`src/design/stal_pkg.sv`:
```
// Purpose: constants for the s/t activation and loopback control bank
// Assumes: 40 MHz mclk, classic wishbone slave with 8-bit data in the low lanes
// Notes: register index 0x02 maps to byte address 0x08
package stal_pkg;
    localparam logic [7:0] STAL_GLOBAL_CTRL_IDX = 8'h02;
    localparam logic [7:0] STAL_GLOBAL_CTRL_ADR = 8'h08;
    localparam logic [7:0] STAL_LOOP_STATUS_ADR = 8'h0c;
    localparam int STAL_BIT_ACT_SEL = 6;
    localparam int STAL_BIT_ST_ONLY = 7;
    localparam logic [7:0] STAL_CTRL_LOW_RESET = 8'h3f;
    localparam logic STAL_ST_ONLY_RESET = 1'b1;
    localparam logic [7:0] STAL_ALL_ONES = 8'hff;
    localparam logic [31:0] STAL_UNMAPPED_DATA = 32'h0000_0000;
endpackage

```
`src/design/stal_ctrl.sv`:
```
// Purpose: upper two bits of the global s/t control register and the loopback 2 data path it steers
// Assumes: line-side status inputs are pins and pass two flip-flops; bus signals are mclk-synchronous
// Notes: lower six bits are plain storage; see stal_pkg for the map
//
// Notes on behaviour
// [RL1] loopback act select bit decides transmitted act bit during loopback 2
// [RL2] auto maintenance loopback set: loopback 2 entered on request by itself
// [RL3] without auto loopback software clears transparent loopback control to loop
// [RL4] loopback 2 routes s/t transmitter output into s/t receiver input
// [RL5] during loopback 2 terminal equipment signals are ignored
// [RL6] during loopback 2 device syncs to own signal and reports info 3
// [RL7] loopback act select loaded from act strap pin when reset releases
// [RL8] select 0: act bit 0 and data looped to lt at once
// [RL9] select 1: act bit 1 only after info 3 recognised
// [RL10] select 1: no data loop to lt before act 1 from lt
// [RL11] select 1: all-ones 2b+d toward lt until loop released; code sends all-ones only until act 1 from lt is seen
// [RL12] writing st only activation 0 with u inactive starts s/t-only activation
// [RL13] st only activation ignored while u-interface active
// [RL14] u tone, info1 or info3 sets st only activation back to 1
// [RL15] auto activation falling from 1 to 0 sets st only activation to 1
// [RL16] st only activation 1 changes nothing and reads 1 after reset
// [RL17] hardware set of st only activation beats a same-cycle software clear
`timescale 1ns/1ps
module stal_ctrl (
    input wire logic mclk,
    input wire logic reset,
    input wire logic [31:0] wb_adr_i,
    input wire logic [31:0] wb_dat_i,
    output logic [31:0] wb_dat_o,
    input wire logic wb_we_i,
    input wire logic [3:0] wb_sel_i,
    input wire logic wb_cyc_i,
    input wire logic wb_stb_i,
    output logic wb_ack_o,
    input wire logic act_strap_pin,
    input wire logic auto_maint_loopback,
    input wire logic transparent_loopback_ctrl,
    input wire logic auto_activation,
    input wire logic loopback_request,
    input wire logic u_active,
    input wire logic u_tone_rx,
    input wire logic info1_rx,
    input wire logic info3_rx,
    input wire logic lt_act_rx,
    input wire logic st_tx_line,
    input wire logic st_rx_line,
    input wire logic [7:0] u_rx_data,
    input wire logic [7:0] st_rx_data,
    output logic st_rx_to_core,
    output logic info3_report,
    output logic loopback2_active,
    output logic act_bit_tx,
    output logic [7:0] u_tx_data,
    output logic st_only_act_req,
    output logic [5:0] ctrl_low_bits
);
    // ==========================================================
    // state
    typedef struct packed {
        logic [1:0] strap_s;
        logic [1:0] amb_s;
        logic [1:0] tlc_s;
        logic [1:0] aact_s;
        logic [1:0] req_s;
        logic [1:0] uact_s;
        logic [1:0] tone_s;
        logic [1:0] i1_s;
        logic [1:0] i3_s;
        logic [1:0] ltact_s;
        logic aact_d;
        logic strap_pending;
        logic act_sel;
        logic st_only;
        logic [5:0] low;
        logic info3_seen;
        logic lt_act_seen;
        logic act_tx;
        logic loop_on;
        logic [7:0] utx;
        logic ack;
        logic [31:0] rdata;
    } stal_state_t;

    stal_state_t s_reg;
    stal_state_t s_next;
    logic acc;
    logic wr_ctrl;
    logic hw_set;
    logic loop_entered;
    logic release_loop;

    // ==========================================================
    // combinational
    always_comb begin
        s_next = s_reg;
        // two-flop synchronisers for pin inputs
        s_next.strap_s = {s_reg.strap_s[0], act_strap_pin};
        s_next.amb_s = {s_reg.amb_s[0], auto_maint_loopback};
        s_next.tlc_s = {s_reg.tlc_s[0], transparent_loopback_ctrl};
        s_next.aact_s = {s_reg.aact_s[0], auto_activation};
        s_next.req_s = {s_reg.req_s[0], loopback_request};
        s_next.uact_s = {s_reg.uact_s[0], u_active};
        s_next.tone_s = {s_reg.tone_s[0], u_tone_rx};
        s_next.i1_s = {s_reg.i1_s[0], info1_rx};
        s_next.i3_s = {s_reg.i3_s[0], info3_rx};
        s_next.ltact_s = {s_reg.ltact_s[0], lt_act_rx};
        s_next.aact_d = s_reg.aact_s[1];

        acc = wb_cyc_i && wb_stb_i && !s_reg.ack;
        wr_ctrl = acc && wb_we_i && wb_sel_i[0] && (wb_adr_i[7:0] == stal_pkg::STAL_GLOBAL_CTRL_ADR);

        // loopback 2 entry on request, with auto loopback set or software loop control at 0
        loop_entered = s_reg.req_s[1] && (s_reg.amb_s[1] || !s_reg.tlc_s[1]); // [RL2] [RL3]
        s_next.loop_on = loop_entered;
        release_loop = s_reg.loop_on && !loop_entered;

        // strap sampled once after reset release through the synchroniser
        if (s_reg.strap_pending) begin
            s_next.act_sel = s_reg.strap_s[1]; // [RL7]
            s_next.strap_pending = 1'b0;
        end

        // info 3 as seen during the loop is our own looped signal
        if (!s_reg.loop_on) begin
            s_next.info3_seen = 1'b0;
            s_next.lt_act_seen = 1'b0;
        end else begin
            s_next.info3_seen = s_reg.info3_seen | 1'b1; // [RL6]
            if (s_reg.ltact_s[1]) begin
                s_next.lt_act_seen = 1'b1;
            end
        end

        // act bit toward lt
        if (s_reg.loop_on) begin
            s_next.act_tx = s_reg.act_sel && s_reg.info3_seen; // [RL1] [RL8] [RL9]
        end else begin
            s_next.act_tx = 1'b0;
        end

        // 2b+d toward lt
        if (s_reg.loop_on && s_reg.act_sel && !s_reg.lt_act_seen) begin
            s_next.utx = stal_pkg::STAL_ALL_ONES; // [RL10] [RL11]
        end else if (s_reg.loop_on) begin
            s_next.utx = u_rx_data; // [RL8]
        end else begin
            s_next.utx = st_rx_data;
        end

        // register writes
        if (wr_ctrl) begin
            s_next.low = wb_dat_i[5:0];
            if (!s_reg.strap_pending) begin
                s_next.act_sel = wb_dat_i[stal_pkg::STAL_BIT_ACT_SEL];
            end
            s_next.st_only = wb_dat_i[stal_pkg::STAL_BIT_ST_ONLY];
        end
        hw_set = s_reg.tone_s[1] || s_reg.i1_s[1] || s_reg.i3_s[1]; // [RL14]
        hw_set = hw_set || (s_reg.aact_d && !s_reg.aact_s[1]); // [RL15]
        if (hw_set || release_loop) begin
            s_next.st_only = hw_set ? 1'b1 : s_next.st_only; // [RL17]
        end

        // wishbone: single-cycle ack, unmapped reads zero
        s_next.ack = acc;
        s_next.rdata = stal_pkg::STAL_UNMAPPED_DATA;
        if (acc && !wb_we_i) begin
            if (wb_adr_i[7:0] == stal_pkg::STAL_GLOBAL_CTRL_ADR) begin
                s_next.rdata = {24'h000000, s_reg.st_only, s_reg.act_sel, s_reg.low};
            end else if (wb_adr_i[7:0] == stal_pkg::STAL_LOOP_STATUS_ADR) begin
                s_next.rdata = {28'h0000000, s_reg.lt_act_seen, s_reg.info3_seen, s_reg.act_tx, s_reg.loop_on};
            end
        end
    end

    // ==========================================================
    // register
    always_ff @(posedge mclk) begin
        if (reset) begin
            s_reg <= '0;
            // strap synchroniser keeps sampling so the pin level is ready at release
            s_reg.strap_s <= s_next.strap_s; // [RL7]
            s_reg.strap_pending <= 1'b1;
            s_reg.st_only <= stal_pkg::STAL_ST_ONLY_RESET; // [RL16]
            s_reg.low <= stal_pkg::STAL_CTRL_LOW_RESET[5:0];
        end else begin
            s_reg <= s_next;
        end
    end

    // ==========================================================
    // outputs
    always_comb begin
        st_rx_to_core = s_reg.loop_on ? st_tx_line : st_rx_line; // [RL4] [RL5]
        info3_report = s_reg.loop_on ? 1'b1 : s_reg.i3_s[1]; // [RL6]
        st_only_act_req = !s_reg.st_only && !s_reg.uact_s[1]; // [RL12] [RL13] [RL16]
    end
    assign wb_ack_o = s_reg.ack;
    assign wb_dat_o = s_reg.rdata;
    assign loopback2_active = s_reg.loop_on;
    assign act_bit_tx = s_reg.act_tx;
    assign u_tx_data = s_reg.utx;
    assign ctrl_low_bits = s_reg.low;
endmodule

```
`config.mk`:
```
export PLATFORM = sky130hd
export DESIGN_NAME = stal_ctrl
export DESIGN_NICKNAME = d
export VERILOG_FILES = /design/src/design/stal_pkg.sv /design/src/design/stal_ctrl.sv
export SDC_FILE = /design/constraint.sdc
export NUM_CORES = 1
export LEC_CHECK = 0
export ABC_AREA = 1
export BUFFER_PORTS_ARGS = -buffer_cell sky130_fd_sc_hd__buf_2
export CORE_MARGIN = 2
export CORE_UTILIZATION = 43
export DETAILED_ROUTE_END_ITERATION = 10
export PLACE_DENSITY = 0.88
export SETUP_SLACK_MARGIN = 0.05
export SLEW_MARGIN = 20
export SYNTH_ARGS = -nofsm -noshare
export SYNTH_HDL_FRONTEND = slang
export SYNTH_SLANG_ARGS = --single-unit
```
`constraint.sdc`:
```
create_clock -name mclk -period 1.73 [get_ports mclk]
set_clock_uncertainty 0.05 [all_clocks]
set_input_delay 0.346 -clock mclk [delete_from_list [all_inputs] [get_ports mclk]]
set_output_delay 0.346 -clock mclk [all_outputs]
set_load 0.05 [all_outputs]
```
* Word level (Yosys, flattened, before mapping)
Cells that the tools add are included.
Storage, ports and cells: register bits 75, input bits 101, logic and storage cells 69
Cells by class: equal/unequal tests 2, mux-type cells 13, bitwise operators 2, reductions and logical operators 29
Operators by type and width (number):
- $mux W8 | 4
- $eq A8 B4 Y1 const B | 2
- $logic_and A1 B1 Y1 | 13
- $logic_not A1 Y1 | 8
- $mux W1 | 7
- $logic_or A1 B1 Y1 | 5
- $mux W4 | 1
- $reduce_or A2 Y1 | 2
- $reduce_or A3 Y1 | 1
- $mux W2 | 1
- $not A1 Y1 | 2

* Logic depth before layout (Yosys ltp)
Gate-level depths: netlist of the first run.
word-level depth 8, mapped depth 7, depth with buffers taken out 7

* Worst setup path before layout of the first run
No wires, ideal clock.
path kind reg-to-output, start reg s_reg, in the netlist loopback2_active, end out info3_report, arrival time 1298 ps, slack 36 ps, stages on the path, launching flop included 4, cell sequence dfxtp_1 inv_1 clkbuf_1 nand2_1
Between the ends: cells in the longest elaborated chain, start to end 1
Ends and longest elaborated chain:
- start: declaration | line stal_ctrl.sv:84 | stal_state_t s_reg;
- start signal: assignment | line stal_ctrl.sv:187 | s_reg <= s_next;
- $mux W1 | line stal_ctrl.sv:195 | info3_report = s_reg.loop_on ? 1'b1 : s_reg.i3_s[1];
- end: declaration | line stal_ctrl.sv:50 | output logic info3_report,
No other way between the ends.

* Worst setup path in the final report of the first run
start reg s_reg, in the netlist loopback2_active, end out st_rx_to_core
Between the ends: cells in the longest elaborated chain, start to end 1
Ends and longest elaborated chain:
- $mux W1 | line stal_ctrl.sv:194 | st_rx_to_core = s_reg.loop_on ? st_tx_line : st_rx_line;
- end: declaration | line stal_ctrl.sv:49 | output logic st_rx_to_core,
No other way between the ends.

==> results.rst, run 1 <==
.. list-table::
   :header-rows: 1

   * - Metric
     - Value
   * - Distinct cell type count after synthesis
     - 19
   * - Critical Path, Cell by Cell
     - inv_1 > nand2_1 > nand2_1 > buf_2
   * - Total wirelength of the detailed-routed design
     - 3732 um
   * - Endpoints failing hold
     - 0
   * - Sw Share
     - 26.73%
   * - Clock network fraction of total power
     - 31.6%
   * - Post-CTS setup-driven buffer insertion count
     - 0
   * - Part of the cycle the worst path needs
     - 88.57%
   * - Flip-flop and latch count after synthesis
     - 51
   * - Final worst hold slack
     - 0.1063 ns
   * - Reg-to-reg setup timing slack
     - 0.54 ns
   * - Ports placed on the boundary
     - 153
   * - Number of H-tree branching levels
     - 2
   * - Detailed-route DRC error count
     - 0
   * - Number of fillers in the final layout
     - 452
   * - Die extent in x
     - 73.14 um
   * - Power share of the sequential group
     - 54.1%
   * - Worst setup SP type
     - flop
   * - Number of buffers created by CTS
     - 5
   * - VDD IR max
     - 446.4 uV
   * - Count of antenna diodes in the layout
     - 0
   * - Worst endpoint data arrival time
     - 1.14 ns
   * - Detailed Route Iter0 Violations
     - 42
   * - Cell with the largest stage delay on the worst path
     - sky130_fd_sc_hd__dfxtp_2
   * - Maximum fanout along the worst path
     - 5
   * - Yosys warns
     - 0
   * - Type of element capturing the critical path
     - primary output
   * - Max-cap viol count
     - 0
   * - Worst hold path type
     - in2reg
   * - Grt total ovfl
     - 0
   * - Top achievable clock speed
     - 652.6 MHz
   * - Outcome
     - finished, final reports clean
   * - Final-report setup violation count
     - 0
   * - Std-Cell Core Area
     - 0.004661 sq mm
   * - Shortest clock period the worst path allows after layout
     - 1.532 ns
   * - Area added between synthesis and finish
     - 14.97%
   * - Share of synthesized area occupied by flip-flops and latches
     - 49.67%
   * - CTS tree
     - yes
   * - Count of port buffers added during placement
     - 77
   * - Critical path class
     - reg2out
   * - Most common cell after layout, fill and taps aside
     - sky130_fd_sc_hd__buf_2
   * - Power density over the cells
     - 955.5 mW/mm^2
   * - Commonest cells after routing, fill and taps aside
     - 77 x sky130_fd_sc_hd__buf_2, 50 x sky130_fd_sc_hd__dfxtp_1, 33 x sky130_fd_sc_hd__nor2_1, 32 x sky130_fd_sc_hd__inv_1, 29 x sky130_fd_sc_hd__nand2_1
   * - Number of nets at the end of the flow
     - 416
   * - Starting utilization of the core area
     - 44.11%
   * - Area of the multi-input gates
     - 619.3 sq um
   * - Wirelength per Cell
     - 10.09 um
   * - Clock sink count
     - 51
   * - Mean cell area of the mapped netlist
     - 8.093 sq um
   * - Pint
     - 0.001655 W
   * - Global-route usage over all layers
     - 14.15%
   * - Clock input transition at the sequential cells of the worst setup and hold paths
     - 0.08 ns
   * - RD Place Congestion
     - 0.7868
   * - Area of the die
     - 0.005349 sq mm
   * - Row Count
     - 25
   * - Final worst slack
     - 0.1977 ns
   * - Worst setup timing slack at the placement stage
     - 0.3492 ns
   * - Count of pins over their slew limit
     - 0
   * - Worst path max stage delay
     - 0.36 ns
   * - Synthesized cell area
     - 0.002056 sq mm
   * - Via Count
     - 1563
   * - Post-detail-place hpwl
     - 2923 um
   * - CTS max path bufs
     - 2
   * - Crit path required time
     - 1.33 ns
   * - Number of global-route vias before repair
     - 1378
   * - Chip Height
     - 73.14 um
   * - Synthesized instance count
     - 254
   * - Maximum number of pins on one net before global-route repair
     - 26
   * - Clock latency on the worst-skew pair
     - 0.29 ns
   * - Detailed-route vias per instance
     - 4.224
   * - Register Area
     - 0.001022 sq mm
   * - Max FFs per register
     - 15
   * - Setup repair after global routing missed its margin
     - false
   * - Net switching power of the design
     - 0.0006037 W
   * - Count of TritonRoute iterations in the first routing pass
     - 4
   * - Final antenna-violating net count
     - 0
   * - Static leakage power
     - 1.315 nW
   * - Setup TNS after final layout
     - 0 ns
   * - Share of cells above drive strength 1
     - 31.33%
   * - Wire length of the first global-routing pass
     - 5706 um
   * - Most Frequent Cell on Critical Path
     - sky130_fd_sc_hd__nand2_1
   * - Root Driver
     - sky130_fd_sc_hd__clkbuf_8
   * - Combinational power share
     - 14.3%
   * - Number of antenna violations at the first check in global routing
     - 0
-- worst max-delay path, delay by kind of cell (launching register included) --
kind	cells	cell delay, ns
buf+inv	2	0.37
flops	1	0.36
simple gates	2	0.11
-- path summary, 6_finish.rpt --
path | start | endpoint | cells past startpoint
hold / removal | act_strap_pin | s_next[74] | 1
setup reg to reg | s_reg[52] | u_tx_data[1] | 4
hold reg to reg | s_next[74] | s_reg[74] | 0
setup / recovery | loopback2_active | st_rx_to_core | 4
-- power by group through the flow --
stage	registers, W	clock network [W]	logic [W]
6_report	0.00122	0.000713	0.000323
5_1_grt	0.00123	0.000770	0.000349
4_1_cts	0.00122	0.000731	0.000325
3_5_place_dp	0.00125	0	0.000324
3_3_place_gp	0.00125	0	0.000320
2_1_floorplan	0.00125	0	0.000289
-- stage by stage --
step           std cells  cell area [sq um]  util (%)  total power [W]
3_5_place_dp         362               2262     48.54         0.001574
3_3_place_gp         362               2262     48.54         0.001569
2_1_floorplan        277               2145         -         0.001542
5_1_grt              370               2364     50.71         0.002346
6_report             370               2364     50.71         0.002258
4_1_cts              370               2362     50.68         0.002278
-- cell usage after synthesis (all sizes together) --
| cell type | number | area [sq um] |
|---|---|---|
| o21a | 1 | 7.510 |
| and3 | 1 | 6.260 |
| a21oi | 11 | 55.05 |
| buf | 51 | 376.6 |
| nand3 | 26 | 135.1 |
| inv | 33 | 123.9 |
| nor2 | 36 | 147.6 |
| nand2 | 32 | 125.1 |
| conb | 1 | 3.750 |
| dfxtp | 51 | 1021 |
| clkbuf | 1 | 3.750 |
| o21ai | 10 | 50.05 |
-- cells by family (layout without fill, tap and decap cells) --
group                  after synthesis  count (layout)  synth area share (%)
other                                1              24                0.1824
AND/OR/NAND/NOR                     95              95                 20.15
AO/OA/AOI/OAI                       22              22                 5.478
flip-flops                          51              51                 49.67
buffers and inverters               85             124                 24.53
-- area by class of cell --
cell class                      count  share of cell area [%]
Clock buffer                        8                   4.235
Inverter                           33                   5.241
Multi-Input combinational cell    141                   26.20
Sequential cell                    51                   43.25
Tap cell                           54                   2.859
Timing Repair Buffer               83                   18.21
-- routing by layer --
metal  global-route usage [%]  part of all wire (%)  up-vias
met5                        0                     0        -
met3                    5.110                   7.5       12
met4                    7.819                   2.8        0
li1                         -                     -      825
met1                    15.25                    40      666
met2                    23.92                    49       60
-- timing repair --
item | in CTS | in global routing
endpoints found under the setup margin | 0 | 2
hold buffers | 0 | 0
resized for setup | 0 | 1
No activity file was read; power rests on OpenSTA's default activity.
==> run 2, diff against run 1 <==
--- a/config.mk
+++ b/config.mk
@@ -12,7 +12,6 @@
 export DETAILED_ROUTE_END_ITERATION = 10
 export PLACE_DENSITY = 0.88
 export SETUP_SLACK_MARGIN = 0.05
-export SLEW_MARGIN = 20
 export SYNTH_ARGS = -nofsm -noshare
 export SYNTH_HDL_FRONTEND = slang
 export SYNTH_SLANG_ARGS = --single-unit
==> constraint.sdc (replaced) <==
create_clock -name mclk -period 1.73 [get_ports mclk]
set_clock_uncertainty 0.05 [all_clocks]
set_input_delay 0.173 -clock mclk [delete_from_list [all_inputs] [get_ports mclk]]
set_output_delay 0.173 -clock mclk [all_outputs]
set_load 0.05 [all_outputs]
==> run 2 against run 1 <==
Compared with the run above: first-iteration DRC count rose by 14%; non-clock buffer count decreased by 2; clock power is 35% higher; flip-flop and latch count unchanged; wire length grew 2.2%; register-to-register slack worse by 0.13 ns; via count up 0.19%; largest power group unchanged; highest routed layer unchanged.
==> results.rst, run 2 (synthesis gave the netlist of run 1 again) <==
.. list-table::
   :header-rows: 1

   * - Metric
     - Value
   * - Outcome
     - finished, final reports clean
   * - Worst setup timing slack at the placement stage
     - 0.3618 ns (+0.01262 ns)
   * - Count of pins over their slew limit
     - 0 (unchanged)
   * - Post-CTS setup-driven buffer insertion count
     - 0 (unchanged)
   * - Combinational power share
     - 12.9% (-1.4 points)
   * - Most common cell after layout, fill and taps aside
     - sky130_fd_sc_hd__buf_2
   * - Highest-utilization routing layer at the global route stage
     - met2
   * - Total wirelength of the detailed-routed design
     - 3815 um (+2.2%)
   * - Worst setup SP type
     - flop
   * - Number of H-tree branching levels
     - 2 (unchanged)
   * - RD Place Congestion
     - 0.8109 (+3.1%)
   * - Maximum number of pins on one net before global-route repair
     - 23 (-12%)
   * - Post-detail-place hpwl
     - 2992 um (+2.4%)
   * - Final core utilization
     - 51.14% (+0.43 points)
   * - VDD IR max
     - 548.1 uV (+23%)
   * - Clock input transition at the sequential cells of the worst setup and hold paths
     - 0.09 ns (about the same)
   * - Reg-to-reg setup timing slack
     - 0.41 ns (-0.13 ns)
   * - Pint
     - 0.001865 W (+13%)
   * - Wirelength per Cell
     - 10.37 um (+2.8%)
   * - Shortest clock period the worst path allows after layout
     - 1.393 ns (-0.1393 ns)
   * - Worst hold path type
     - in2reg
   * - Count of TritonRoute iterations in the first routing pass
     - 4 (unchanged)
   * - Final worst hold slack
     - 0.01872 ns (-0.08762 ns)
   * - Root Driver
     - sky130_fd_sc_hd__clkbuf_8
   * - Final worst slack
     - 0.3369 ns (+0.1393 ns)
   * - CTS tree
     - yes
   * - Sw Share
     - 25.50% (-1.2 points)
   * - Number of nets at the end of the flow
     - 414 (-0.48%)
   * - CTS max path bufs
     - 2 (unchanged)
   * - Worst endpoint data arrival time
     - 1.17 ns (+0.03 ns)
   * - Final antenna-violating net count
     - 0 (unchanged)
   * - Global-route usage over all layers
     - 13.64% (-0.51 points)
   * - Area of the die
     - 0.005349 sq mm (unchanged)
   * - Chip Height
     - 73.14 um (unchanged)
   * - Max FFs per register
     - 15 (unchanged)
   * - Setup repair after global routing missed its margin
     - false
   * - Static leakage power
     - 1.317 nW (about the same)
   * - Number of antenna violations at the first check in global routing
     - 0 (unchanged)
   * - Met2 GRT Util
     - 24.02% (+0.10 points)
   * - Register Area
     - 0.001021 sq mm (-0.12%)
   * - Crit path required time
     - 1.51 ns (+0.18 ns)
   * - Top achievable clock speed
     - 717.8 MHz (+10%)
   * - Met3 routing resource usage after global routing
     - 6.077% (+0.97 points)
   * - Number of global-route vias before repair
     - 1412 (+2.5%)
   * - Final total power
     - 0.002503 W (+11%)
   * - Std-Cell Core Area
     - 0.004661 sq mm (unchanged)
   * - Maximum fanout along the worst path
     - 11 (+6)
   * - Clock network fraction of total power
     - 38.3% (+6.7 points)
   * - Clock sink count
     - 51 (unchanged)
   * - Count of port buffers added during placement
     - 77 (unchanged)
   * - Ports placed on the boundary
     - 153 (unchanged)
   * - Detailed-route DRC error count
     - 0 (unchanged)
   * - Number of fillers in the final layout
     - 448 (-0.88%)
   * - Setup TNS after final layout
     - 0 ns (unchanged)
   * - Endpoints failing hold
     - 0 (unchanged)
   * - Max-cap viol count
     - 0 (unchanged)
   * - Detailed Route Iter0 Violations
     - 48 (+14%)
   * - Commonest cells after routing, fill and taps aside
     - 77 x sky130_fd_sc_hd__buf_2, 51 x sky130_fd_sc_hd__dfxtp_1, 33 x sky130_fd_sc_hd__nor2_1, 32 x sky130_fd_sc_hd__inv_1, 30 x sky130_fd_sc_hd__nand2_1
   * - Clock latency on the worst-skew pair
     - 0.30 ns (about the same)
   * - Via Count
     - 1566 (+0.19%)
   * - Power share of the sequential group
     - 48.8% (-5.3 points)
   * - Met1 GRT Util
     - 14.15% (-1.1 points)
   * - Power density over the cells
     - 1050 mW/mm^2 (+9.9%)
   * - Net switching power of the design
     - 0.0006382 W (+5.7%)
   * - Final-report setup violation count
     - 0 (unchanged)
   * - Die extent in x
     - 73.14 um (unchanged)
   * - Detailed-route vias per instance
     - 4.255 (+0.74%)
   * - Row Count
     - 25 (unchanged)
   * - Area of the multi-input gates
     - 616.8 sq um (-0.40%)
   * - Count of antenna diodes in the layout
     - 0 (unchanged)
   * - Starting utilization of the core area
     - 44.11% (unchanged)
   * - Wire length of the first global-routing pass
     - 5623 um (-1.5%)
   * - Part of the cycle the worst path needs
     - 80.52% (-8.1 points)
   * - Number of buffers created by CTS
     - 5 (unchanged)
   * - Critical path class
     - reg2out
   * - Area added between synthesis and finish
     - 15.95%
   * - Type of element capturing the critical path
     - primary output
   * - Grt total ovfl
     - 0 (unchanged)
   * - Share of cells above drive strength 1
     - 30.25% (-1.1 points)
==> run 2: cell count changes in the layout (fill, tap and decap cells not counted) <==
cell,previous run,this run
sky130_fd_sc_hd__buf_4,6,3
sky130_fd_sc_hd__bufinv_16,0,2
sky130_fd_sc_hd__clkbuf_1,1,0
sky130_fd_sc_hd__clkbuf_8,7,5
sky130_fd_sc_hd__clkinvlp_4,0,1
sky130_fd_sc_hd__dfxtp_1,50,51
sky130_fd_sc_hd__dfxtp_2,1,0
sky130_fd_sc_hd__dlygate4sd3_1,0,1
sky130_fd_sc_hd__nand2_1,29,30
sky130_fd_sc_hd__nand2_2,3,2
==> run 2: cell type report <==
| type | count | area share, % |
|---|---|---|
| inverters | 33 | 5.197 |
| repair buffers | 81 | 17.53 |
| flip-flops and latches | 51 | 42.83 |
| well taps | 54 | 2.835 |
| clock inverters | 3 | 2.835 |
| multi-input cells | 141 | 25.88 |
| clock buffers | 5 | 2.887 |
==> run 2: what timing repair did <==
item	CTS	global route
hold endpoints to repair	1	0
resized for setup	0	0
hold buffers	1	0
==> run 2: final timing paths <==
check / from / endpoint / depth (start not counted)
worst max register to register: wb_ack_o / ctrl_low_bits[0] / 6
worst min-delay path: loopback_request / s_next[66] / 3
worst min register to register: s_next[74] / s_reg[74] / 0
worst max-delay path: loopback2_active / st_rx_to_core / 4
==> run 2: power groups by stage <==
stage	combinational [W]	clock, W	sequential, W
floorplan	0.000289	0	0.00125
global placement	0.000318	0	0.00125
detailed placement	0.000321	0	0.00125
CTS	0.000324	0.000975	0.00122
global route	0.000349	0.00102	0.00122
finish	0.000323	0.000960	0.00122
==> run 2: routing by layer <==
layer | vias up | wire, um
met4 | 0 | 47
met1 | 680 | 1570
li1 | 819 | -
met3 | 5 | 284
met5 | - | 0
met2 | 62 | 1913
==> run 2: worst max-delay path: stages, from the launching register on <==
cell	delay, ns
sky130_fd_sc_hd__dfxtp_1	0.34
sky130_fd_sc_hd__buf_4	0.17
sky130_fd_sc_hd__nand2_1	0.06
sky130_fd_sc_hd__nand2_1	0.05
sky130_fd_sc_hd__buf_2	0.25
==> run 2: per-stage QoR <==
stage                     instances  cell area (sq um)
after global routing            368               2384
after CTS                       368               2384
after floorplan                 277               2142
final                           368               2384
after global placement          359               2237
after detailed placement        359               2237
==> run 3, diff against run 2 <==
--- a/config.mk
+++ b/config.mk
@@ -8,9 +8,9 @@
 export ABC_AREA = 1
 export BUFFER_PORTS_ARGS = -buffer_cell sky130_fd_sc_hd__buf_2
 export CORE_MARGIN = 2
-export CORE_UTILIZATION = 43
+export CORE_UTILIZATION = 36
 export DETAILED_ROUTE_END_ITERATION = 10
-export PLACE_DENSITY = 0.88
+export PLACE_DENSITY = 0.79
 export SETUP_SLACK_MARGIN = 0.05
 export SYNTH_ARGS = -nofsm -noshare
 export SYNTH_HDL_FRONTEND = slang
==> constraint.sdc (replaced) <==
create_clock -name mclk -period 1.2 [get_ports mclk]
set_clock_uncertainty 0.05 [all_clocks]
set_input_delay 0.12 -clock mclk [delete_from_list [all_inputs] [get_ports mclk]]
set_output_delay 0.12 -clock mclk [all_outputs]
set_load 0.05 [all_outputs]
==> run 3 against run 2 <==
Compared with the run above: cell count up 11%; setup slack worse by 0.33 ns; first-iteration DRC count shrank 10%; total power up 32%; highest routed layer unchanged.
==> results.rst, run 3 (synthesis gave the netlist of run 1 again) <==
.. list-table::
   :header-rows: 1

   * - Metric
     - Value
   * - Outcome
     - finished, final reports clean
   * - Count of port buffers added during placement
     - 77 (unchanged)
   * - Grt total ovfl
     - 0 (unchanged)
   * - Clock sink count
     - 51 (unchanged)
   * - Post-placement cell count
     - 381 (+6.1%)
   * - Starting utilization of the core area
     - 37.33% (-6.8 points)
   * - Power density over the cells
     - 1217 mW/mm^2 (+16%)
   * - Clock latency on the worst-skew pair
     - 0.30 ns (about the same)
   * - Wire length of the first global-routing pass
     - 5940 um (+5.6%)
   * - Root Driver
     - sky130_fd_sc_hd__clkbuf_8
   * - Worst setup timing slack at the placement stage
     - 0.001818 ns (-0.3600 ns)
   * - Final worst slack
     - 0.01179 ns (-0.3251 ns)
   * - Final total power
     - 0.003313 W (+32%)
   * - Number of antenna violations at the first check in global routing
     - 0 (unchanged)
   * - Setup TNS after final layout
     - 0 ns (unchanged)
   * - Maximum number of pins on one net before global-route repair
     - 19 (-17%)
   * - Detailed Route Iter0 Violations
     - 43 (-10%)
   * - Commonest cells after routing, fill and taps aside
     - 68 x sky130_fd_sc_hd__buf_2, 49 x sky130_fd_sc_hd__dfxtp_1, 30 x sky130_fd_sc_hd__inv_1, 29 x sky130_fd_sc_hd__nor2_1, 24 x sky130_fd_sc_hd__conb_1
   * - Worst setup SP type
     - flop
   * - Clock input transition at the sequential cells of the worst setup and hold paths
     - 0.10 ns (about the same)
   * - Endpoints failing hold
     - 0 (unchanged)
   * - Count of TritonRoute iterations in the first routing pass
     - 4 (unchanged)
   * - Row Count
     - 27 (+8.0%)
   * - Maximum fanout along the worst path
     - 4 (-7)
   * - Final antenna-violating net count
     - 0 (unchanged)
   * - Critical Path, Cell by Cell
     - inv_4 > nand2_2 > nand2_2 > buf_8
   * - Ports placed on the boundary
     - 153 (unchanged)
   * - Area added between synthesis and finish
     - 32.38%
   * - Final-report setup violation count
     - 0 (unchanged)
   * - Most common cell after layout, fill and taps aside
     - sky130_fd_sc_hd__buf_2
   * - Share of cells above drive strength 1
     - 37.09% (+6.8 points)
   * - Static leakage power
     - 1.448 nW (+10%)
   * - Worst path max stage delay
     - 0.38 ns (+0.04 ns)
   * - Worst hold path type
     - in2reg
   * - Detailed-route vias per instance
     - 4.081 (-4.1%)
   * - Cell with the largest stage delay on the worst path
     - sky130_fd_sc_hd__dfxtp_4
   * - Count of antenna diodes in the layout
     - 0 (unchanged)
   * - Area of the die
     - 0.006331 sq mm (+18%)
   * - Critical path class
     - reg2out
   * - Post-detail-place hpwl
     - 2966 um (-0.87%)
   * - Type of element capturing the critical path
     - primary output
   * - Number of nets at the end of the flow
     - 437 (+5.6%)
   * - Setup repair after global routing missed its margin
     - true
   * - Via Count
     - 1669 (+6.6%)
   * - Number of global-route vias before repair
     - 1409 (-0.21%)
   * - VDD IR max
     - 822.9 uV (+50%)
   * - Max FFs per register
     - 15 (unchanged)
   * - Die extent in x
     - 79.57 um (+8.8%)
   * - Top achievable clock speed
     - 841.6 MHz
   * - CTS max path bufs
     - 2 (unchanged)
   * - Final instance count without filler cells
     - 409 (+11%)
   * - Worst endpoint data arrival time
     - 1.02 ns (-0.15 ns)
   * - Shortest clock period the worst path allows after layout
     - 1.188 ns
   * - Std-Cell Core Area
     - 0.005507 sq mm (+18%)
   * - Max-cap viol count
     - 0 (unchanged)
   * - CTS tree
     - yes
   * - Wirelength per Cell
     - 9.932 um (-4.2%)
   * - Crit path required time
     - 1.03 ns (-0.48 ns)
   * - Part of the cycle the worst path needs
     - 99.02%
   * - Number of H-tree branching levels
     - 2 (unchanged)
   * - Final worst hold slack
     - 0.008833 ns (-0.009883 ns)
   * - RD Place Congestion
     - 0.8379 (+3.3%)
   * - Number of buffers created by CTS
     - 5 (unchanged)
   * - Total wirelength of the detailed-routed design
     - 4062 um (+6.5%)
   * - Detailed-route DRC error count
     - 0 (unchanged)
   * - Count of pins over their slew limit
     - 0 (unchanged)
   * - Most Frequent Cell on Critical Path
     - sky130_fd_sc_hd__nand2_2
   * - Global-route usage over all layers
     - 12.04% (-1.6 points)
   * - Chip Height
     - 79.57 um (+8.8%)
## run 3: worst paths after layout
check	slack (ns)	cells after the start	startpoint	endpoint
setup reg to reg	0.06	6	wb_ack_o	ctrl_low_bits[3]
hold reg to reg	0.29	0	s_next[74]	s_reg[74]
hold / removal	0.009	3	st_rx_data[7]	u_tx_data[7]
setup / recovery	0.01	4	loopback2_active	st_rx_to_core
## run 3: critical path: cells and delay by family, from the launching register on
| kind | cells | cell delay [ns] |
|---|---|---|
| simple gates | 2 | 0.12 |
| flops | 1 | 0.38 |
| buf+inv | 2 | 0.21 |
## run 3: metrics by stage
| step | instance area (sq um) | utilization [%] |
|---|---|---|
| after floorplan | 2158 | - |
| final | 2721 | 49.42 |
| after global routing | 2721 | 49.42 |
| after detailed placement | 2305 | 41.85 |
| after global placement | 2305 | 41.85 |
| after CTS | 2587 | 46.99 |
## run 3: where the power goes
group	total (W)	switching [W]	internal (W)
clock	0.00101	0.000582	0.000426
sequential	0.00176	0.0000153	0.00175
combinational	0.000544	0.000376	0.000168
total	0.00331	0.000974	0.00234
## run 3: final cells by class
cell class	count	area [sq um]
clock buffer	5	68.82
sequential	51	1026
fill	539	2785
multi-input combinational	141	704.4
clock inverter	3	25.02
tap	72	90.09
timing repair buffer	104	678.2
inverter	33	128.9
## run 3: timing repair
| item | CTS | global route |
|---|---|---|
| hold endpoints to repair | 13 | 1 |
| pin swaps | 1 | 5 |
| setup endpoints to repair | 18 | 27 |
| buffers inserted | 2 | 3 |
| hold buffers | 14 | 1 |
| gates resized for setup | 13 | 30 |
## run 3: routing by layer
| layer | wire length [um] | GRT usage, % |
|---|---|---|
| met5 | 0 | 0 |
| met4 | 34 | 4.138 |
| met3 | 292 | 4.525 |
| met2 | 2140 | 21.76 |
| met1 | 1594 | 12.73 |
